<file path="config.mk">
export PLATFORM = sky130hd
export DESIGN_NAME = rx_assess_ctrl
export DESIGN_NICKNAME = d
export VERILOG_FILES = /design/src/rtl/rx_assess_ctrl.v
export VERILOG_INCLUDE_DIRS = /design/src /design/src/rtl
export SDC_FILE = /design/constraint.sdc
export NUM_CORES = 1
export LEC_CHECK = 0
export BUFFER_PORTS_ARGS = -buffer_cell sky130_fd_sc_hd__buf_2
export CAP_MARGIN = 20
export CORE_MARGIN = 1.5
export CORE_UTILIZATION = 51
export CTS_BUF_LIST = sky130_fd_sc_hd__clkbuf_8
export CTS_CLUSTER_SIZE = 8
export DETAILED_ROUTE_END_ITERATION = 8
export PLACE_DENSITY = 0.77
export RECOVER_POWER = 50
export SLEW_MARGIN = 20
export SYNTH_ARGS = -nofsm -noshare
export SYNTH_HDL_FRONTEND = slang
export SYNTH_SLANG_ARGS = --single-unit
</file>
<file path="constraint.sdc">
create_clock -name ref_clk_in -period 3.45 [get_ports ref_clk_in]
set_clock_uncertainty 0.15 [all_clocks]
set_input_delay 0.69 -clock ref_clk_in [delete_from_list [all_inputs] [get_ports ref_clk_in]]
set_output_delay 0.69 -clock ref_clk_in [all_outputs]
set_load 0.05 [all_outputs]
</file>
<file path="src/rtl/rx_assess_regs.vh">
// register offsets, field positions, reset values and timing constants of the receive assessment block
`ifndef RX_ASSESS_REGS_VH
`define RX_ASSESS_REGS_VH
`define OFF_CCA_THRESHOLD_LEVEL   8'h13
`define OFF_CCA_CONTROL           8'h15
`define OFF_CCA_PROGRESS_LOW      8'h19
`define OFF_CCA_PROGRESS_HIGH     8'h1a
`define OFF_ENERGY_DETECT_CONTROL 8'h1b
`define OFF_RECEIVE_START_ADJUST  8'h22
`define OFF_INT_GROUP_ONE         8'h24
`define OFF_INT_GROUP_TWO         8'h25
`define OFF_INT_GROUP_THREE       8'h26
`define OFF_PACKET_MODE_SETTING   8'h45
`define OFF_ADDRESS_FILTER_CTRL   8'h60
`define OFF_DIVERSITY_SEARCH_TMR  8'h6f
`define OFF_DIVERSITY_CONTROL     8'h71
`define OFF_DIVERSITY_ENERGY      8'h72
`define OFF_DIVERSITY_ANTENNA     8'h73
`define OFF_RX_BUFFER_READ        8'h7f
// cca_control fields
`define BIT_AUTO_ENABLE  7
`define BIT_ASSESS_EN    4
`define BIT_LOOP_START   3
`define BIT_DONE_FLAG    2
`define BIT_ASSESS_STOP  5
// energy_detect_control
`define BIT_ENERGY_CALC  7
// interrupt groups
`define BIT_BANK1_CLEAR  7
`define BIT_BANK0_CLEAR  6
`define BIT_RX_DONE0     2
`define BIT_RX_DONE1     3
`define BIT_DIV_DONE     0
`define BIT_ASSESS_IRQ   1
// packet mode / diversity
`define BIT_FILTER_IDLE  0
`define BIT_STD_SELECT   1
`define BIT_DIV_ENABLE   1
// reset values
`define RST_BYTE         8'h00
`define RST_THRESHOLD    8'h50
`define RST_SEARCH_TMR   8'h10
// timing
`define CLK_MHZ          100
`define SETTLE_MIN_US    16
// 16 us at 100 MHz
`define SETTLE_CYCLES    12'd1600
`define ED_PERIOD_CYCLES 800
`define SEARCH_UNIT_CYC  100
`endif

</file>
<file path="src/rtl/rx_assess_ctrl.v">
// receive-side assessment, energy detect, diversity and receive buffer control
//
// Overview of operation
// (RL1) host reads one dummy byte in legacy mode
// (RL2) host clears buffer bank via group one
// (RL3) host clears receive interrupts in group three
// (RL4) physical-layer reset empties receive buffer
// (RL5) receive with calc enable starts energy detection
// (RL6) enable without loop runs single assessment
// (RL7) outcome compares energy against threshold register
// (RL8) single assessment self-clears enable, stays receiving
// (RL9) enable during receive adds settling wait
// (RL10) enable before receive adds no wait
// (RL11) synchronisation during assessment keeps current bandwidth
// (RL12) assessment during diversity restarts diversity search
// (RL13) loop start repeats assessment per energy value
// (RL14) continuous mode sets no done, no interrupt
// (RL15) continuous updates result/progress; stop freezes them
// (RL16) auto enable repeats assessment until idle
// (RL17) filter idle-detect assesses after filtered packet
// (RL18) diversity alternates antennas, picks higher energy
// (RL19) search timer expiry without preamble re-searches
// (RL20) interrupt clears wipe diversity energy and antenna
// (RL21) diversity enabled while receiving waits timer first
// (RL22) host keeps oscillator until sleep settles
`include "rx_assess_regs.vh"
module rx_assess_ctrl #(
  parameter DEPTH_LOG2 = 8,
  parameter ED_PERIOD  = `ED_PERIOD_CYCLES
) (
  // clock and reset
  input  wire       ref_clk_in,
  input  wire       rst_n_in,
  // register port from host interface
  input  wire       reg_wr_in,
  input  wire       reg_rd_in,
  input  wire [7:0] reg_addr_in,
  input  wire [7:0] reg_wdata_in,
  output reg  [7:0] reg_rdata_out,
  output reg        reg_rvalid_out,
  // radio state commands
  input  wire       rx_on_cmd_in,
  input  wire       transceiver_off_command_cmd_in,
  input  wire       phy_reset_in,
  // demodulator side
  input  wire [7:0] energy_sample_in,
  input  wire       preamble_det_in,
  input  wire       sfd_det_in,
  input  wire       filtered_drop_in,
  input  wire       rx_data_valid_in,
  input  wire [7:0] rx_data_in,
  output reg        rx_data_ready_out,
  output reg        rx_bank_done_out,
  // status
  output reg        receiving_out,
  output reg        antenna_sel_out,
  output reg        bandwidth_hold_out,
  output reg        assess_irq_out
);
////////////////////////////////////////////////////////////////////////
// synchronisers for the asynchronous preamble and SFD detect inputs
reg [2:0] pre_sync_q;
reg [2:0] sfd_sync_q;
always @(posedge ref_clk_in) begin
  if (!rst_n_in) begin
    pre_sync_q <= 3'h0;
    sfd_sync_q <= 3'h0;
  end else begin
    pre_sync_q <= {pre_sync_q[1:0], preamble_det_in};
    sfd_sync_q <= {sfd_sync_q[1:0], sfd_det_in};
  end
end
reg pre_q;
reg sfd_q;
always @(posedge ref_clk_in) begin
  if (!rst_n_in) begin
    pre_q <= 1'b0;
    sfd_q <= 1'b0;
  end else begin
    if (pre_sync_q[2] == pre_sync_q[1])
      pre_q <= pre_sync_q[2];
    if (sfd_sync_q[2] == sfd_sync_q[1])
      sfd_q <= sfd_sync_q[2];
  end
end
wire sfd_rise = sfd_sync_q[2] & sfd_sync_q[1] & ~sfd_q;
////////////////////////////////////////////////////////////////////////
// registers
reg [7:0] threshold_q;
reg       auto_en_q;
reg       assess_en_q;
reg       loop_start_q;
reg       stop_q;
reg       done_q;
reg [1:0] result_q;
reg [15:0] progress_q;
reg       calc_en_q;
reg [7:0] energy_q;
reg [7:0] rx_adjust_q;
reg [7:0] grp1_q;
reg [7:0] grp2_q;
reg [7:0] grp3_q;
reg [7:0] pkt_mode_q;
reg [7:0] filter_ctrl_q;
reg [7:0] search_tmr_q;
reg [7:0] div_ctrl_q;
reg [7:0] div_energy_q;
reg       div_ant_q;
reg       receiving_q;
wire wr_grp1 = reg_wr_in && reg_addr_in == `OFF_INT_GROUP_ONE;
wire wr_grp3 = reg_wr_in && reg_addr_in == `OFF_INT_GROUP_THREE;
wire wr_cca  = reg_wr_in && reg_addr_in == `OFF_CCA_CONTROL;
wire wr_div  = reg_wr_in && reg_addr_in == `OFF_DIVERSITY_CONTROL;
////////////////////////////////////////////////////////////////////////
// two-entry receive buffer in front of the drain port
reg [7:0]           buf_q [0:1];
reg                 wp_q;
reg                 rp_q;
reg [1:0]           cnt_q;
wire buf_full  = cnt_q == 2'd2;
wire buf_empty = cnt_q == 2'd0;
wire rd_fifo   = reg_rd_in && reg_addr_in == `OFF_RX_BUFFER_READ;
wire push      = rx_data_valid_in && rx_data_ready_out && !buf_full && receiving_q;
wire pop       = rd_fifo && !buf_empty;
wire bank_clr  = wr_grp1 && (!reg_wdata_in[`BIT_BANK1_CLEAR] || !reg_wdata_in[`BIT_BANK0_CLEAR]); // RL2
always @(posedge ref_clk_in) begin
  if (!rst_n_in || phy_reset_in || bank_clr) begin // RL4
    wp_q  <= 1'b0;
    rp_q  <= 1'b0;
    cnt_q <= 2'd0;
  end else begin
    if (push) begin
      buf_q[wp_q] <= rx_data_in;
      wp_q        <= ~wp_q;
    end
    if (pop)
      rp_q <= ~rp_q;
    cnt_q <= cnt_q + {1'b0, push} - {1'b0, pop};
  end
end
////////////////////////////////////////////////////////////////////////
// energy measurement period
reg [9:0] ed_cnt_q;
reg       ed_tick_q;
reg       ed_seen_q; // energy_q holds the fresh value one cycle after the tick
always @(posedge ref_clk_in) begin
  if (!rst_n_in || !receiving_q) begin
    ed_cnt_q  <= 10'd0;
    ed_tick_q <= 1'b0;
    ed_seen_q <= 1'b0;
  end else begin
    ed_seen_q <= ed_tick_q;
    ed_tick_q <= ed_cnt_q == ED_PERIOD[9:0] - 10'd1;
    ed_cnt_q  <= (ed_cnt_q == ED_PERIOD[9:0] - 10'd1) ? 10'd0 : ed_cnt_q + 10'd1;
  end
end
////////////////////////////////////////////////////////////////////////
// assessment sequencer
localparam S_IDLE = 2'd0;
localparam S_WAIT = 2'd1;
localparam S_RUN  = 2'd2;
reg [1:0]  st_q;
reg [11:0] settle_q;
wire       busy_chan = energy_q >= threshold_q; // RL7
wire       idle_mode = auto_en_q; // RL16
wire       filt_idle = |filter_ctrl_q[4:0] && pkt_mode_q[`BIT_FILTER_IDLE]; // RL17
always @(posedge ref_clk_in) begin
  if (!rst_n_in) begin
    st_q         <= S_IDLE;
    settle_q     <= 12'd0;
    assess_en_q  <= 1'b0;
    loop_start_q <= 1'b0;
    stop_q       <= 1'b0;
    auto_en_q    <= 1'b0;
    done_q       <= 1'b0;
    result_q     <= 2'd0;
    progress_q   <= 16'h0000;
    bandwidth_hold_out <= 1'b0;
  end else begin
    if (wr_cca) begin
      auto_en_q    <= reg_wdata_in[`BIT_AUTO_ENABLE];
      assess_en_q  <= reg_wdata_in[`BIT_ASSESS_EN];
      loop_start_q <= reg_wdata_in[`BIT_LOOP_START];
      stop_q       <= reg_wdata_in[`BIT_ASSESS_STOP];
      if (!reg_wdata_in[`BIT_DONE_FLAG])
        done_q <= 1'b0;
    end
    if (filtered_drop_in && filt_idle)
      assess_en_q <= 1'b1; // RL17
    case (st_q)
      S_IDLE: begin
        if (rx_on_cmd_in && assess_en_q) begin
          st_q <= S_RUN; // RL6 RL10
        end else if (wr_cca && receiving_q && reg_wdata_in[`BIT_ASSESS_EN]) begin
          st_q     <= S_WAIT; // RL9
          settle_q <= `SETTLE_CYCLES;
        end else if (receiving_q && filtered_drop_in && filt_idle) begin
          st_q <= S_RUN;
        end
      end
      S_WAIT: begin
        if (settle_q == 12'd1)
          st_q <= S_RUN;
        settle_q <= settle_q - 12'd1;
      end
      S_RUN: begin
        if (sfd_rise)
          bandwidth_hold_out <= 1'b1; // RL11
        if (ed_seen_q && !stop_q) begin // RL15
          result_q   <= busy_chan ? 2'd1 : 2'd0;
          progress_q <= progress_q + 16'h0001;
          if (loop_start_q) begin
            st_q <= S_RUN; // RL13 RL14
          end else if ((idle_mode || filt_idle) && busy_chan) begin
            st_q <= S_RUN; // RL16
          end else begin
            st_q        <= S_IDLE;
            assess_en_q <= 1'b0; // RL8
            done_q      <= 1'b1;
          end
        end
        if (!receiving_q)
          st_q <= S_IDLE;
      end
      default: st_q <= S_IDLE;
    endcase
  end
end
wire assess_fin = st_q == S_RUN && ed_seen_q && !stop_q && !loop_start_q &&
                  !((idle_mode || filt_idle) && busy_chan);
////////////////////////////////////////////////////////////////////////
// receive state and energy detection
always @(posedge ref_clk_in) begin
  if (!rst_n_in || transceiver_off_command_cmd_in || phy_reset_in)
    receiving_q <= 1'b0;
  else if (rx_on_cmd_in)
    receiving_q <= 1'b1;
end
always @(posedge ref_clk_in) begin
  if (!rst_n_in)
    energy_q <= `RST_BYTE;
  else if (receiving_q && (calc_en_q || st_q == S_RUN) && ed_tick_q)
    energy_q <= energy_sample_in; // RL5
end
////////////////////////////////////////////////////////////////////////
// diversity search
localparam D_OFF    = 2'd0;
localparam D_MEAS   = 2'd1;
localparam D_TIMER  = 2'd2;
localparam D_HOLD   = 2'd3;
reg [1:0]  dst_q;
reg [15:0] dtmr_q;
reg        branch_q;
reg [7:0]  e0_q;
reg        div_done_set;
wire       div_wipe = (wr_grp3 && !reg_wdata_in[`BIT_DIV_DONE]) ||
                      (wr_grp3 && dst_q == D_MEAS &&
                       (!reg_wdata_in[`BIT_RX_DONE0] || !reg_wdata_in[`BIT_RX_DONE1])); // RL20
always @(posedge ref_clk_in) begin
  div_done_set <= 1'b0;
  if (!rst_n_in || !receiving_q || !div_ctrl_q[`BIT_DIV_ENABLE]) begin
    dst_q     <= D_OFF;
    dtmr_q    <= 16'h0000;
    branch_q  <= 1'b0;
    e0_q      <= `RST_BYTE;
    div_energy_q <= `RST_BYTE;
    div_ant_q <= 1'b0;
    div_done_set <= 1'b0;
  end else begin
    if (div_wipe) begin
      div_energy_q <= `RST_BYTE;
      div_ant_q    <= 1'b0;
    end
    case (dst_q)
      D_OFF: begin
        if (!receiving_out) begin
          dst_q <= D_MEAS; // RL18
        end else begin
          dst_q  <= D_TIMER; // RL21
          dtmr_q <= {search_tmr_q, 8'h00};
        end
      end
      D_MEAS: begin
        if (assess_fin)
          branch_q <= 1'b0; // RL12
        else if (ed_tick_q && pre_q) begin
          if (!branch_q) begin
            e0_q     <= energy_sample_in;
            branch_q <= 1'b1;
          end else begin
            div_ant_q    <= energy_sample_in > e0_q; // RL18
            div_energy_q <= (energy_sample_in > e0_q) ? energy_sample_in : e0_q;
            branch_q     <= 1'b0;
            div_done_set <= 1'b1;
            dst_q        <= D_TIMER;
            dtmr_q       <= {search_tmr_q, 8'h00};
          end
        end
      end
      D_TIMER: begin
        if (sfd_rise) begin
          dst_q <= D_HOLD; // RL21
        end else if (dtmr_q == 16'h0000) begin
          dst_q <= pre_q ? D_HOLD : D_MEAS; // RL19
        end else begin
          dtmr_q <= dtmr_q - 16'h0001;
        end
      end
      D_HOLD: begin
        if (wr_grp3 && !reg_wdata_in[`BIT_DIV_DONE])
          dst_q <= D_MEAS;
      end
      default: dst_q <= D_OFF;
    endcase
  end
end
////////////////////////////////////////////////////////////////////////
// plain control registers and interrupt sources
always @(posedge ref_clk_in) begin
  if (!rst_n_in) begin
    threshold_q   <= `RST_THRESHOLD;
    calc_en_q     <= 1'b0;
    rx_adjust_q   <= `RST_BYTE;
    grp1_q        <= `RST_BYTE;
    grp2_q        <= `RST_BYTE;
    grp3_q        <= `RST_BYTE;
    pkt_mode_q    <= `RST_BYTE;
    filter_ctrl_q <= `RST_BYTE;
    search_tmr_q  <= `RST_SEARCH_TMR;
    div_ctrl_q    <= `RST_BYTE;
  end else begin
    if (reg_wr_in) begin
      case (reg_addr_in)
        `OFF_CCA_THRESHOLD_LEVEL:   threshold_q   <= reg_wdata_in;
        `OFF_ENERGY_DETECT_CONTROL: calc_en_q     <= reg_wdata_in[`BIT_ENERGY_CALC];
        `OFF_RECEIVE_START_ADJUST:  rx_adjust_q   <= reg_wdata_in;
        `OFF_INT_GROUP_ONE:         grp1_q        <= grp1_q & reg_wdata_in;
        `OFF_INT_GROUP_TWO:         grp2_q        <= grp2_q & reg_wdata_in;
        `OFF_INT_GROUP_THREE:       grp3_q        <= grp3_q & reg_wdata_in; // RL3
        `OFF_PACKET_MODE_SETTING:   pkt_mode_q    <= reg_wdata_in;
        `OFF_ADDRESS_FILTER_CTRL:   filter_ctrl_q <= reg_wdata_in;
        `OFF_DIVERSITY_SEARCH_TMR:  search_tmr_q  <= reg_wdata_in;
        `OFF_DIVERSITY_CONTROL:     div_ctrl_q    <= reg_wdata_in;
        default: ;
      endcase
    end
    // set wins over a simultaneous clear
    if (div_done_set)
      grp3_q[`BIT_DIV_DONE] <= 1'b1;
    if (assess_fin)
      grp3_q[`BIT_ASSESS_IRQ] <= 1'b1; // RL14
  end
end
////////////////////////////////////////////////////////////////////////
// read port and outputs
always @(posedge ref_clk_in) begin
  if (!rst_n_in) begin
    reg_rdata_out      <= 8'h00;
    reg_rvalid_out     <= 1'b0;
    rx_data_ready_out  <= 1'b0;
    rx_bank_done_out   <= 1'b0;
    receiving_out      <= 1'b0;
    antenna_sel_out    <= 1'b0;
    assess_irq_out     <= 1'b0;
  end else begin
    reg_rvalid_out    <= reg_rd_in;
    rx_data_ready_out <= !buf_full && !push && receiving_q;
    rx_bank_done_out  <= buf_empty && !push;
    receiving_out     <= receiving_q;
    antenna_sel_out   <= (dst_q == D_MEAS) ? branch_q : div_ant_q;
    assess_irq_out    <= grp3_q[`BIT_ASSESS_IRQ];
    case (reg_addr_in)
      `OFF_CCA_THRESHOLD_LEVEL:   reg_rdata_out <= threshold_q;
      `OFF_CCA_CONTROL:           reg_rdata_out <= {auto_en_q, 1'b0, stop_q, assess_en_q, loop_start_q,
                                                    done_q, result_q};
      `OFF_CCA_PROGRESS_LOW:      reg_rdata_out <= progress_q[7:0];
      `OFF_CCA_PROGRESS_HIGH:     reg_rdata_out <= progress_q[15:8];
      `OFF_ENERGY_DETECT_CONTROL: reg_rdata_out <= {calc_en_q, 7'h00};
      `OFF_RECEIVE_START_ADJUST:  reg_rdata_out <= rx_adjust_q;
      `OFF_INT_GROUP_ONE:         reg_rdata_out <= grp1_q;
      `OFF_INT_GROUP_TWO:         reg_rdata_out <= grp2_q;
      `OFF_INT_GROUP_THREE:       reg_rdata_out <= grp3_q;
      `OFF_PACKET_MODE_SETTING:   reg_rdata_out <= pkt_mode_q;
      `OFF_ADDRESS_FILTER_CTRL:   reg_rdata_out <= filter_ctrl_q;
      `OFF_DIVERSITY_SEARCH_TMR:  reg_rdata_out <= search_tmr_q;
      `OFF_DIVERSITY_CONTROL:     reg_rdata_out <= div_ctrl_q;
      `OFF_DIVERSITY_ENERGY:      reg_rdata_out <= div_energy_q;
      `OFF_DIVERSITY_ANTENNA:     reg_rdata_out <= {7'h00, div_ant_q};
      `OFF_RX_BUFFER_READ:        reg_rdata_out <= buf_empty ? 8'h00 : buf_q[rp_q];
      default:                    reg_rdata_out <= 8'h00;
    endcase
  end
end
endmodule

</file>
[Word level (Yosys, flattened, before mapping)]
Memories as Yosys holds them, arrays and structs flattened. A register that Yosys moved wholly into a read port is not among the register bits.
Index checks and enable logic that the tools add are counted.
Widths: inputs -> output; s select.
Operators by class
  add/sub/neg operators: 6
  multipliers: 0
  divide/modulo/power cells: 0
  magnitude comparators: 2
  equality and inequality tests: 39
  shifts and indexed selects: 0
  muxes and demuxes: 68
  bitwise logic cells: 12
  reductions and logical operators: 90
Operator list (number)
  $pmux 8 s16: 1
  $mux 16: 6
  $eq 8x7->1 const B: 7
  $mux 8: 7
  $pmux 16 s3: 1
  $eq 8x5->1 const B: 5
  $mux 2: 18
  $eq 8x6->1 const B: 4
  $logic_and 1x1->1: 31
  $mux 1: 30
  $reduce_and 2->1: 15
  $and 8x8->8: 3
  $mux 12: 2
  $pmux 12 s2: 1
  $ne 2x2->1 const B: 9
  $add 16x1->16 const B: 1
  $logic_not 16->1: 1
  $sub 16x1->16 const B: 1
  $logic_not 1->1: 14
  $eq 12x1->1 const B: 1
  $reduce_bool 2->1: 6
  $sub 12x1->12 const B: 1
  $logic_or 1x1->1: 11
  $add 10x1->10 const B: 1
  other kinds (24): 40
Word-level totals
  flip-flop bits (word level): 195
  bits in latches: 0
  bits in writable memories: 16
  bits in read-only memories: 0
  input port bits: 43
  output and inout bits: 15
  memories kept: 1
Memory list
  buf_q: depth 2, bits a word 8, rd ports 1, clocked after memory_dff 1, write ports 1, RTL line rx_assess_ctrl.v:116  | reg [7:0] buf_q [0:1];

[Logic depth before layout (Yosys ltp)]
  depth after elaboration: 10
  gate-level depth with buffers: 11
  depth with buffers taken out: 10

[Worst setup path after synthesis]
No wires, ideal clock.
  path type: input -> register
  start point: input reg_addr_in[3]
  end point: memory buf_q[0][0], enable pin
  arrival: 2.513 ns
  data required time: 2.917 ns
  slack: 0.403 ns
  cell stages on the path: 7
  buffers on the path: 2
  cells stage by stage: clkbuf_1 > and3b_1 > buf_2 > nand3_1 > a21oi_1 > or2_2 > nor3_1
Between the ends
  longest elaborated chain between the ends: 6
Ends and longest elaborated chain
  from (decl): RTL line rx_assess_ctrl.v:37  | input wire [7:0] reg_addr_in,
  $eq 8x6->1
  $logic_and 1x1->1 (no source line)
  $logic_and 1x1->1: RTL line rx_assess_ctrl.v:125  | wire bank_clr = wr_grp1 && (!reg_wdata_in[`BIT_BANK1_CLEAR] || !reg_wdata_in[`BIT_BANK0_CLEAR]);
  $logic_or 1x1->1: RTL line rx_assess_ctrl.v:127  | if (!rst_n_in || phy_reset_in || bank_clr) begin
  $mux 1: RTL line rx_assess_ctrl.v:127
  $mux 1 (not written as such): RTL line rx_assess_ctrl.v:133  | buf_q[wp_q] <= rx_data_in;
  to (decl): RTL line rx_assess_ctrl.v:116
No other way between the ends.

[Worst setup path in the final report]
  start point: register st_q[1]
  end point: register dtmr_q[3]
Between the ends
  longest elaborated chain between the ends: 7
Ends and longest elaborated chain
  from (decl): RTL line rx_assess_ctrl.v:162  | reg [1:0] st_q;
  from (signal assigned): RTL line rx_assess_ctrl.v:169  | st_q <= S_IDLE;
  from (signal assigned): RTL line rx_assess_ctrl.v:193  | st_q <= S_RUN;
  from (signal assigned): RTL line rx_assess_ctrl.v:195  | st_q <= S_WAIT;
  $eq 2x2->1: RTL line rx_assess_ctrl.v:229  | wire assess_fin = st_q == S_RUN && ed_seen_q && !stop_q && !loop_start_q &&
  $logic_and 1x1->1 (4 in a row): RTL line rx_assess_ctrl.v:229
  $ne 2x2->1 (no source line)
  $reduce_and 7->1 (no source line)
  to (signal assigned): RTL line rx_assess_ctrl.v:280  | dtmr_q <= {search_tmr_q, 8'h00};
  to (signal assigned): RTL line rx_assess_ctrl.v:296  | dtmr_q <= {search_tmr_q, 8'h00};
  to (signal assigned): RTL line rx_assess_ctrl.v:306  | dtmr_q <= dtmr_q - 16'h0001;
  to (decl): RTL line rx_assess_ctrl.v:252  | reg [15:0] dtmr_q;
No other way between the ends.
A chain may end at the register's enable or synchronous reset.

==> impl_metrics.toml <==
[yosys]
yosysTopAreaCell = "dfxtp_1"
synth-edff-count = 16
synth_commonest_cells = "195 x dfxtp_1, 81 x nor2_1, 79 x nand2_1"
syn_inst = 1092
ys_ff_latch = 211
ys_seq_area_share_pct = 43.7
syn_nets = 1159
synth_top_area_share_pct = 38.9
synth-main-ff-cell = "dfxtp_1"
synth.most_common_cell = "dfxtp_1"
ys_types = 82
syn_avg_cell_area_um2 = 9.19
syn_area_mm2 = 0.0100
synthArstFlopShare_pct = 0
synth.area.top_cells = "dfxtp_1 39%, mux2i_1 5.7%, edfxtp_1 4.8%"
yosysWarnings = 0

[route]
detail_route.wl_per_cell_um = 18.8
final_antenna_net_count = 0
route.detailed.drc = 0
routed.top_layer = "met4"
drt_iter0_markers = 858
routedLengthMet1_um = 11900
routed_wl_um = 27100
vias_per_cell = 5.92
num_vias = 8550
dr_wl_met3_um = 1960
dr_wl_met2_um = 12400
drt_first_pass_iters = 5

[sta]
fin_tns_setup_ns = 0
slew_viol_final = 0
finalSetupViolCount = 0
relSlewSlack_pct = 22.7
hold_ws_ns = 0.179
rsz0062_at_grt = "no"
fin_crit_sh_pct = 82.6
worstMarginPinSlew_ns = 1.16
timing.final.crit_period_ns = 2.85
hold_viol = 0
max_freq_mhz = 351

[floorplanning]
io_pins = 58
initial_utilization_pct = 51.7
die_y_um = 143
core_area_mm2 = 0.0194
die_x_um = 143
dieArea_mm2 = 0.0205
placementRows = 51

[critical_path]
cp_slowest_cell = "or3_1"
crit_type = "flop to flop"
path_cells = "nand4bb_1 -> or3_1 -> a311oi_1 -> or3_1 -> buf_4 -> o21ai_0 -> a21oi_1"
slowest_delay_ns = 0.52
cp.buffers_inverters = 1
endpoint_kind = "flop"
cp-start-kind = "flop"
cp.arrival_ns = 3.15
crit_family = "simple AND/OR/NAND/NOR gates"
crit_fanout = 10
cp_common_cell = "or3_1"
required_ns = 3.75

[placement]
port_buffers = 57
globalplace.congestion = 0.981
dpl.hpwl_um = 19100

[global_routing]
grt_pass1_vias = 8099
grt_pass1_wl_um = 43000
grt_max_degree = 69
grt_usage_pct = 26.7
grt-ovfl-total = 0
grt_antenna_before_repair = 0

[power_and_ir_drop]
ir_drop_uv = 347
p_leak_uw = 0.00457
power_density_mw_per_mm2 = 448
p_total_uw = 5080

[clock_network]
htree_levels = 2
clk_pin_slew_worst_paths_ns = 0.06
cts_max_path_buffers = 3
clockRootBuffer = "clkbuf_8"
tritoncts = "built"
cts_buffers = 37
clock-sinks = 211
cts_setup_buffers = 0
ctsResizeCount = 0
cts_hold_buffers = 0
worstSkewPairLatency_ns = 0.53

[worst_hold_path]
min_path_type = "input pin to flop"

[cells_and_area]
nFillCells = 1763
nNetsFinal = 1220
antenna_cells = 0
syn_to_final_growth_pct = 12.8
drive_gt1_share_pct = 11.5

[run]
drv_cap = 0

[outcome]
status = "complete, no violations"
-- per-layer routing --
layer  vias to the layer above  GRT usage, %
li1                       4088             -
met1                      4040          35.5
met2                       356          43.5
met3                        66          4.76
met4                         0          9.83
met5                         -             0
-- cell usage in the layout (no fill, tap or decap), types with 6 or more instances in the layout --
cell,synthesis,layout
nand3b_1,7,7
a22oi_1,23,23
inv_1,30,43
dfxtp_1,195,195
nand3_1,58,58
nor4_1,6,6
or3_1,14,14
and2_0,1,10
buf_2,4,40
o211a_1,22,22
nor2_1,81,81
xor2_1,7,7
a22o_1,9,9
nor2b_1,48,48
edfxtp_1,16,16
a21oi_1,46,46
o22ai_1,7,7
and3_1,13,13
and2_1,31,22
nand2_1,79,79
a221oi_1,7,7
nand4_1,7,7
clkbuf_8,0,44
clkbuf_1,51,20
o2bb2ai_1,11,11
a21boi_0,33,33
buf_4,0,21
mux2i_1,57,57
o21ai_0,35,35
ha_1,24,24
xnor2_1,24,24
a31oi_1,10,10
nor3_1,24,23
nand2b_1,13,13
o211ai_1,6,6
-- state kept, by name, summed over array words and instances, names as in the netlist, 10 cells and up, named ones only --
name / flops
settle_q: 12
dtmr_q: 16
ed_cnt_q: 10
buf_q: 16
progress_q: 16
-- worst reg2reg max path, stage by stage, from the launching register on --
cell,delay [ns]
dfxtp_1,0.45
nand4bb_1,0.36
or3_1,0.53
a311oi_1,0.40
or3_1,0.42
buf_4,0.24
o21ai_0,0.10
a21oi_1,0.13
-- cells by family after synthesis --
family | after synthesis | synth area share (%)
AND/OR/NAND/NOR | 413 | 22.0
AO/OA/AOI/OAI | 265 | 19.1
flip-flops | 211 | 43.7
buffers and inverters | 90 | 3.68
multiplexers | 58 | 5.80
XOR/XNOR | 31 | 2.71
adder cells (fa/ha/maj) | 24 | 2.99
-- worst paths after layout --
path | end | cells past startpoint | slack [ns] | start
worst min register to register | grp2_q[4] | 2 | 0.28 | grp2_q[4]
worst min-delay path | receiving_q | 2 | 0.18 | transceiver_off_command_cmd_in
worst max register to register | dtmr_q[3] | 7 | 0.60 | st_q[1]
worst max-delay path | dtmr_q[3] | 7 | 0.60 | st_q[1]
-- area by class of cell --
class                      instances  area [um^2]  share of cell area, %
tap                              265          332                   2.93
timing repair buffer              82          438                   3.87
sequential                       211         4380                   38.7
multi-input combinational        791         5280                   46.7
inverter                          30          113                  0.995
clock inverter                    21          165                   1.46
clock buffer                      44          606                   5.35
-- power by group --
group          switching (uW)  leakage (uW)  internal, uW
Sequential               4.09       0.00172          2470
Clock                    1020      0.000441          1380
Combinational             135       0.00241          67.1
Total                    1160       0.00457          3920
-- per-stage QoR --
step / std cells / setup slack [ns] / utilization [%] / area (um^2)
after detailed placement: 1379 / 0.336 / 54.6 / 10600
after global routing: 1444 / 0.430 / 58.4 / 11300
after CTS: 1444 / 0.606 / 58.5 / 11400
final: 1444 / 0.600 / 58.4 / 11300
after global placement: 1379 / 0.332 / 54.6 / 10600
after floorplan: 1092 / 0.403 / - / 10000
Power figures use the tool's default switching activity.
